$ cat src/verilog/ref_select_pkg.sv
// constants and types shared by the reference select and monitor control block
package ref_select_pkg;
    localparam int          ADDR_W            = 10;
    localparam logic [9:0]  REF_CFG_ADDR      = 10'h01C;
    localparam logic [9:0]  STATUS_CFG_ADDR   = 10'h01D;

    // reference_input_config field positions
    localparam int          DEGLITCH_OFF_BIT  = 7;
    localparam int          SEL_B_BIT         = 6;
    localparam int          USE_PIN_BIT       = 5;
    localparam int          PWR_B_BIT         = 2;
    localparam int          PWR_A_BIT         = 1;
    localparam int          DIFF_BIT          = 0;
    // status_pin_eeprom_config field position
    localparam int          EEPROM_STAT_BIT   = 7;

    localparam logic [7:0]  REF_CFG_RESET     = 8'h00;
    localparam logic [7:0]  REF_CFG_RW_MASK   = 8'hE7;
    localparam logic [7:0]  STATUS_CFG_RESET  = 8'h80;

    // monitor select codes handled here (low half; upper half adds 0x10)
    localparam logic [3:0]  MON_SEL_OK        = 4'h5;
    localparam logic [3:0]  MON_UNSEL_OK      = 4'h6;
    localparam logic [3:0]  MON_A_FREQ        = 4'h7;
    localparam logic [3:0]  MON_B_FREQ        = 4'h8;
    localparam logic [3:0]  MON_AB_FREQ       = 4'h9;
    localparam logic [3:0]  MON_LOCK_ALL      = 4'hA;
    localparam logic [3:0]  MON_CLK_FREQ      = 4'hB;
    localparam logic [3:0]  MON_REF_USED      = 4'hC;
    localparam logic [3:0]  MON_LOCK_N        = 4'hD;
    localparam logic [3:0]  MON_HOLDOVER      = 4'hE;
    localparam logic [3:0]  MON_LOCK_CMP      = 4'hF;

    typedef struct packed {
        logic digital_lock_flag;
        logic sel_ref_ok;
        logic unsel_ref_ok;
        logic ref_a_freq_ok;
        logic ref_b_freq_ok;
        logic clk_freq_ok;
        logic holdover_active;
        logic lock_pin_comp;
    } status_levels_t;

    typedef struct packed {
        logic deglitch_off;
        logic diff_mode;
        logic pwr_ref_b;
        logic pwr_ref_a;
    } ref_ctrl_t;
endpackage

$ cat src/verilog/ref_select_control.sv
// reference input configuration, reference choice and monitor/status pin control
`timescale 1ns/1ps
`default_nettype none
// Overview of operation
// - Monitor code 11010 drives the AND of lock flag, selected reference status and clock status.
// - Monitor code 11011 drives the feedback clock frequency status inverted.
// - Monitor code 11100 drives low for the second reference in use and high for the first.
// - Monitor codes 11101 and 11110 drive the lock flag and holdover indication, low when true.
// - Monitor code 11111 drives the inverted lock-detect pin comparator output.
// - In manual register choice, bit 6 set feeds the second reference, clear feeds the first.
// - In manual mode bit 5 set lets the selection pin decide, clear lets bit 6 decide.
// - Bit 0 set selects differential reference mode, clear (default) single-ended.
// - The EEPROM status enable bit, set at reset, puts EEPROM status on the status pin.
// - Monitor code 01100 drives low for the first reference in use and high for the second.
module ref_select_control (
    input  wire logic                           clock,
    input  wire logic                           rst_n,
    input  wire logic                           ce,
    input  wire logic [ref_select_pkg::ADDR_W-1:0] reg_addr,
    input  wire logic                           reg_wr_en,
    input  wire logic [7:0]                     reg_wdata,
    input  wire logic                           reg_rd_en,
    output logic      [7:0]                     reg_rdata_q,
    input  wire logic [4:0]                     mon_sel,
    input  wire ref_select_pkg::status_levels_t levels,
    input  wire logic                           auto_mode,
    input  wire logic                           auto_sel_b,
    input  wire logic                           ref_sel_pin,
    input  wire logic                           eeprom_status,
    input  wire logic                           status_src_level,
    output ref_select_pkg::ref_ctrl_t           ref_ctrl_q,
    output logic                                ref_b_in_use_q,
    output logic                                ref_monitor_pin_q,
    output logic                                status_pin_q
);
    logic [7:0] ref_cfg_q;
    logic [7:0] status_cfg_q;
    logic       ref_b_in_use_d;
    logic       mon_level;
    logic       wr_ref;
    logic       wr_status;

    assign wr_ref    = ce & reg_wr_en & (reg_addr == ref_select_pkg::REF_CFG_ADDR);
    assign wr_status = ce & reg_wr_en & (reg_addr == ref_select_pkg::STATUS_CFG_ADDR);

    // reserved bits are masked on write so they always read back as zero
    always_ff @(posedge clock or negedge rst_n) begin
        if (!rst_n) begin
            ref_cfg_q <= ref_select_pkg::REF_CFG_RESET;
        end else if (wr_ref) begin
            ref_cfg_q <= reg_wdata & ref_select_pkg::REF_CFG_RW_MASK;
        end
    end

    always_ff @(posedge clock or negedge rst_n) begin
        if (!rst_n) begin
            status_cfg_q <= ref_select_pkg::STATUS_CFG_RESET;
        end else if (wr_status) begin
            status_cfg_q <= reg_wdata;
        end
    end

    always_ff @(posedge clock or negedge rst_n) begin
        if (!rst_n) begin
            reg_rdata_q <= 8'h00;
        end else if (ce && reg_rd_en) begin
            unique case (reg_addr)
                ref_select_pkg::REF_CFG_ADDR:    reg_rdata_q <= ref_cfg_q;
                ref_select_pkg::STATUS_CFG_ADDR: reg_rdata_q <= status_cfg_q;
                default:                         reg_rdata_q <= 8'h00;
            endcase
        end
    end

    // control fields straight from the register
    // one driver for the whole struct: per-field assigns would split one variable
    assign ref_ctrl_q = '{
        deglitch_off: ref_cfg_q[ref_select_pkg::DEGLITCH_OFF_BIT],
        diff_mode:    ref_cfg_q[ref_select_pkg::DIFF_BIT],
        pwr_ref_b:    ref_cfg_q[ref_select_pkg::PWR_B_BIT],
        pwr_ref_a:    ref_cfg_q[ref_select_pkg::PWR_A_BIT]
    };

    // reference choice: differential forces the first, then automatic, then manual by pin or register bit
    always_comb begin
        if (ref_cfg_q[ref_select_pkg::DIFF_BIT]) begin
            // second input has no meaning in differential mode
            ref_b_in_use_d = 1'b0;
        end else if (auto_mode) begin
            ref_b_in_use_d = auto_sel_b;
        end else if (ref_cfg_q[ref_select_pkg::USE_PIN_BIT]) begin
            ref_b_in_use_d = ref_sel_pin;
        end else begin
            ref_b_in_use_d = ref_cfg_q[ref_select_pkg::SEL_B_BIT];
        end
    end

    always_ff @(posedge clock or negedge rst_n) begin
        if (!rst_n) begin
            ref_b_in_use_q <= 1'b0;
        end else if (ce) begin
            ref_b_in_use_q <= ref_b_in_use_d;
        end
    end

    ref_monitor_mux u_mon (
        .mon_sel      (mon_sel),
        .levels       (levels),
        .ref_b_in_use (ref_b_in_use_q),
        .level        (mon_level)
    );

    // registered so the pin never glitches while the select code changes
    always_ff @(posedge clock or negedge rst_n) begin
        if (!rst_n) begin
            ref_monitor_pin_q <= 1'b0;
        end else if (ce) begin
            ref_monitor_pin_q <= mon_level;
        end
    end

    always_ff @(posedge clock or negedge rst_n) begin
        if (!rst_n) begin
            status_pin_q <= 1'b0;
        end else if (ce) begin
            status_pin_q <= status_cfg_q[ref_select_pkg::EEPROM_STAT_BIT] ? eeprom_status
                                                                          : status_src_level;
        end
    end
endmodule
`default_nettype wire

$ cat src/verilog/ref_monitor_mux.sv
// level selector for the reference monitor pin
`timescale 1ns/1ps
`default_nettype none
module ref_monitor_mux (
    input  wire logic [4:0]                    mon_sel,
    input  wire ref_select_pkg::status_levels_t levels,
    input  wire logic                          ref_b_in_use,
    output logic                               level
);
    logic base;
    logic keep_polarity;

    always_comb begin
        base = 1'b0;
        unique case (mon_sel[3:0])
            ref_select_pkg::MON_SEL_OK:   base = levels.sel_ref_ok;
            ref_select_pkg::MON_UNSEL_OK: base = levels.unsel_ref_ok;
            ref_select_pkg::MON_A_FREQ:   base = levels.ref_a_freq_ok;
            ref_select_pkg::MON_B_FREQ:   base = levels.ref_b_freq_ok;
            ref_select_pkg::MON_AB_FREQ:  base = levels.ref_a_freq_ok & levels.ref_b_freq_ok;
            ref_select_pkg::MON_LOCK_ALL: base = levels.digital_lock_flag & levels.sel_ref_ok
                                                 & levels.clk_freq_ok;
            ref_select_pkg::MON_CLK_FREQ: base = levels.clk_freq_ok;
            ref_select_pkg::MON_REF_USED: base = ref_b_in_use;
            ref_select_pkg::MON_LOCK_N:   base = ~levels.digital_lock_flag;
            ref_select_pkg::MON_HOLDOVER: base = levels.holdover_active;
            ref_select_pkg::MON_LOCK_CMP: base = levels.lock_pin_comp;
            // clock, supply and unlisted codes are driven by other logic; pin rests low
            default:                      base = 1'b0;
        endcase
    end

    // the AND terms and the lock flag read the same in both halves
    assign keep_polarity = (mon_sel[3:0] == ref_select_pkg::MON_AB_FREQ)
                         | (mon_sel[3:0] == ref_select_pkg::MON_LOCK_ALL)
                         | (mon_sel[3:0] == ref_select_pkg::MON_LOCK_N)
                         | (mon_sel[3:0] <  ref_select_pkg::MON_SEL_OK);

    assign level = (mon_sel[4] & ~keep_polarity) ? ~base : base;
endmodule
`default_nettype wire

$ cat config.mk
export PLATFORM = sky130hd
export DESIGN_NAME = ref_select_control
export DESIGN_NICKNAME = d
export VERILOG_FILES = /design/src/verilog/ref_select_pkg.sv /design/src/verilog/ref_select_control.sv /design/src/verilog/ref_monitor_mux.sv
export SDC_FILE = /design/constraint.sdc
export NUM_CORES = 1
export LEC_CHECK = 0
export CORE_MARGIN = 5
export CORE_UTILIZATION = 50
export DETAILED_ROUTE_END_ITERATION = 8
export DONT_BUFFER_PORTS = 1
export GPL_ROUTABILITY_DRIVEN = 0
export MAX_ROUTING_LAYER = met4
export PLACE_DENSITY_LB_ADDON = 0.08
export SETUP_SLACK_MARGIN = 0.3
export SLEW_MARGIN = 20
export SYNTH_ARGS = -nofsm -noshare
export SYNTH_HDL_FRONTEND = slang
export SYNTH_HIERARCHICAL = 1
export SYNTH_SLANG_ARGS = --single-unit
$ cat constraint.sdc
create_clock -name clock -period 1.95 [get_ports clock]
set_clock_uncertainty 0.1 [all_clocks]
set_input_delay 0.39 -clock clock [delete_from_list [all_inputs] [get_ports clock]]
set_output_delay 0.39 -clock clock [all_outputs]
set_load 0.05 [all_outputs]
==> summary by stage <==
Logic synthesis
After synthesis, the netlist uses 35 different library cells. Counting flops and latches in the post-synthesis netlist gives 25. Summing the sequential cell areas from Yosys gives 45.80% of the chip area. The primary flip-flop cell chosen by synthesis mapping is dfrtp_1.

Dividing the synthesized area by the synthesized cell count gives 11.31 um^2. The share of flip-flops with an asynchronous set or reset is 100.0%. When the netlist entered floorplanning its net count stood at 162. The cell area after technology mapping is 1369 um^2. The number of warnings issued by yosys is 6. Synthesis produced 121 cells. Yosys mapped a number of flops with a built-in enable equal to 0.

Global route
The total track usage is 15.73%. In the global route stage, met1 resource usage came out at 18.93%. The busiest metal layer after global routing is met2. The initial antenna violation count is 0. The via count of the first global-routing pass is 967. Global routing used 24.48% of the available met2 tracks. The maximum number of pins on one net before global-route repair is 26. The wire length of the first global-routing pass is 4733 um.

The total overflow left after global routing is 0. The global-route track usage on met3 is 4.865%.

Setup path
The critical path is of the in -> reg type. The critical path startpoint category is an input pin. The startpoint of the worst setup timing path is reg_addr[5].

For the worst flop-to-flop path, the logic depth is 6. The sort of element at the end of the critical path is a flop. The data arrival time at the worst-slack endpoint is 1.76 ns. The startpoint identified for the worst register-to-register timing path is ref_b_in_use_q$_DFFE_PN0P_. The data required time at the worst endpoint is 2.06 ns. Of all nets on the critical path, the largest fanout is 4.

Run status
The run finished with clean final reports.

STA
For the final routed database, the setup TNS stands at 0 ns. Setup repair after global routing could not meet its margin everywhere. The final number of max-transition violations was 0. The minimum period implied by the final worst setup slack is 1.644 ns. At the pin with the least slew margin, the transition time is 0.5238 ns. The final cycle utilization of the critical path is 84.32%. Derived from the worst setup path, the maximum achievable clock frequency is 608.2 MHz. The final worst slack is 0.3057 ns.

The number of hold violations in the final report is 0. Setup violations remaining at the end of the flow were counted as 0. The final-layout worst hold slack is 0.05336 ns.

The tightest slew margin relative to the limit is 65.08%.

Clock tree
The clock tree from TritonCTS is yes. In this run the number of H-tree levels came out at 1. The number of buffers on the longest clock path is 2. The tree is rooted in a clkbuf_4. The number of setup buffers added after CTS is 0. TritonCTS created 3 clock buffers. The number of sinks driven by the clock tree is 25.

The clock edge transition at the registers on the reported setup and hold paths is 0.13 ns. The clock latency on the worst-skew pair is 0.33 ns.

Layout
The commonest non-fill, non-tap cell in the layout is dfrtp_1. Leaving out filler cells and counting taps, the final layout contains 152. The growth of design area from synthesis to finish is 7.221%.

The fraction of final layout cells sized beyond drive strength 1 is 27.27%. The count of nets after finishing is 163. 0 antenna diodes ended up in the layout.

The top cell types in the final layout, fill and taps aside, are dfrtp_1, nand2_1, mux2i_1.

Route
In this run the remaining antenna-violating nets after routing total 0. The number of detailed-route iterations in the first pass is 2. The violation count after the first detailed-route iteration is 20.

The number of design rule violations left after detail routing is 0. The routed design has 2890 um of wire. The average wire length per cell after detail routing is 19.01 um. In the routed layout, each cell is associated on average with a via count of 6.013. The detailed router placed 914 vias in this run.

Die
The die covers 3884 um^2. The site row count is 19. 56 I/O pins were placed. The area of the core is 2686 um^2. The die width is 62.32 um.

For this configuration, the core starts out at a cell density of 50.95%. The die extent in y is 62.32 um.

Pwr
The analysis attributes to cell leakage a power of 0.0006615 uW. The relative contribution of the clock network to total power is 26.9%. Net switching is 26.36% of the power.

The combinational share of power is 10.2%. Sequential cells account for 62.9% of the total power. The power per standard cell area is 602.0 nW/um^2. The worst voltage drop across the vdd grid is 447.8 uV. Internal power comes to 650.6 uW. For this design the total switching power over the nets is 232.9 uW.

Min path
The type of the worst min-delay path is in -> reg. Counting instances, the worst hold path has a depth of 1. The hold path startpoint is ce.

Place
The pre-CTS worst setup slack is -0.05728 ns. The post-detailed-placement half-perimeter wirelength is 2249 um. The number of placed instances with taps included is 146.

The count of input and output buffers is 0.

Flow run
Across the run, the number of max-cap violations was 0.
## logic make-up after synthesis
logic type / Yosys count / share of synthesized area [%]
AO/OA/AOI/OAI: 21 / 10.51
buffers and inverters: 13 / 5.301
flip-flops: 25 / 45.80
multiplexers: 28 / 22.30
AND/OR/NAND/NOR: 34 / 16.09
## what timing repair did
action	in CTS	in global routing
endpoints found under the setup margin	1	7
hold endpoints to repair	25	0
resized for setup	1	4
hold buffers	2	0
## sequential cells by signal, summed over array words and instances (netlist names)
signal             flops
ref_b_in_use_q         1
ref_cfg_q              6
ref_monitor_pin_q      1
reg_rdata_q            8
status_cfg_q           8
status_pin_q           1
## layout make-up
cell class                      count  area [um^2]
Timing Repair Buffer                6        63.81
Tap cell                           31        38.79
Fill cell                         259         1219
Multi-Input combinational cell     83        696.9
Clock buffer                        3        22.52
Inverter                            3        11.26
Sequential cell                    25        626.9
Clock inverter                      1        7.507
## per-stage QoR
| step | total power, uW | utilization [%] | instance area, um^2 |
|---|---|---|---|
| 2_1_floorplan | 641.2 | - | 1390 |
| 3_3_place_gp | 636.9 | 51.65 | 1388 |
| 3_5_place_dp | 639.8 | 51.65 | 1388 |
| 4_1_cts | 894.7 | 54.03 | 1451 |
| 5_1_grt | 928.2 | 54.63 | 1468 |
| 6_report | 883.5 | 54.63 | 1468 |
## final timing paths
kind | to | slack, ns
worst max-delay path | status_cfg_q[4]$_DFFE_PN0P_ | 0.31
worst min-delay path | status_pin_q$_DFFE_PN0P_ | 0.05
worst max register to register | ref_monitor_pin_q$_DFFE_PN0P_ | 0.45
worst min register to register | status_cfg_q[4]$_DFFE_PN0P_ | 0.43
max in group asynchronous | status_cfg_q[7]$_DFFE_PN1P_ | 1.14
min in group asynchronous | reg_rdata_q[6]$_DFFE_PN0P_ | 0.37
## layer usage
layer | wire length, um | share of wire (%) | vias up
met5 | 0 | 0 | -
met3 | 183 | 6.3 | 4
met4 | 45 | 1.6 | 0
met2 | 1447 | 50 | 32
li1 | - | - | 438
met1 | 1213 | 42 | 440
## power groups by stage
stage / Clock [uW] / Combinational [uW] / Sequential (uW)
2_1_floorplan: 0 / 73.9 / 567
4_1_cts: 248 / 91.3 / 556
3_5_place_dp: 0 / 74.3 / 565
3_3_place_gp: 0 / 71.9 / 565
6_report: 238 / 90.1 / 555
5_1_grt: 273 / 99.6 / 556
## worst max-delay path, stage by stage
cell and delay [ns]:
or4b_4 0.56, nor4_4 0.28, buf_4 0.19, mux2_2 0.33
## cells in the mapped netlist (2+ instances only)
cell type	n	area share (%)
nor4_4	2	3.1
o31ai_1	6	3.3
o21ai_0	4	1.5
nor2_1	4	1.1
nand4_1	2	0.91
mux2_2	16	13
buf_4	4	2.2
nand3_1	2	0.73
clkbuf_1	3	0.82
nand2_1	13	3.6
nand2b_1	2	0.91
inv_1	3	0.82
dfrtp_1	24	44
a21oi_1	5	1.8
mux2i_1	11	8.0
Note: power is estimated with default switching activity, not from simulation.
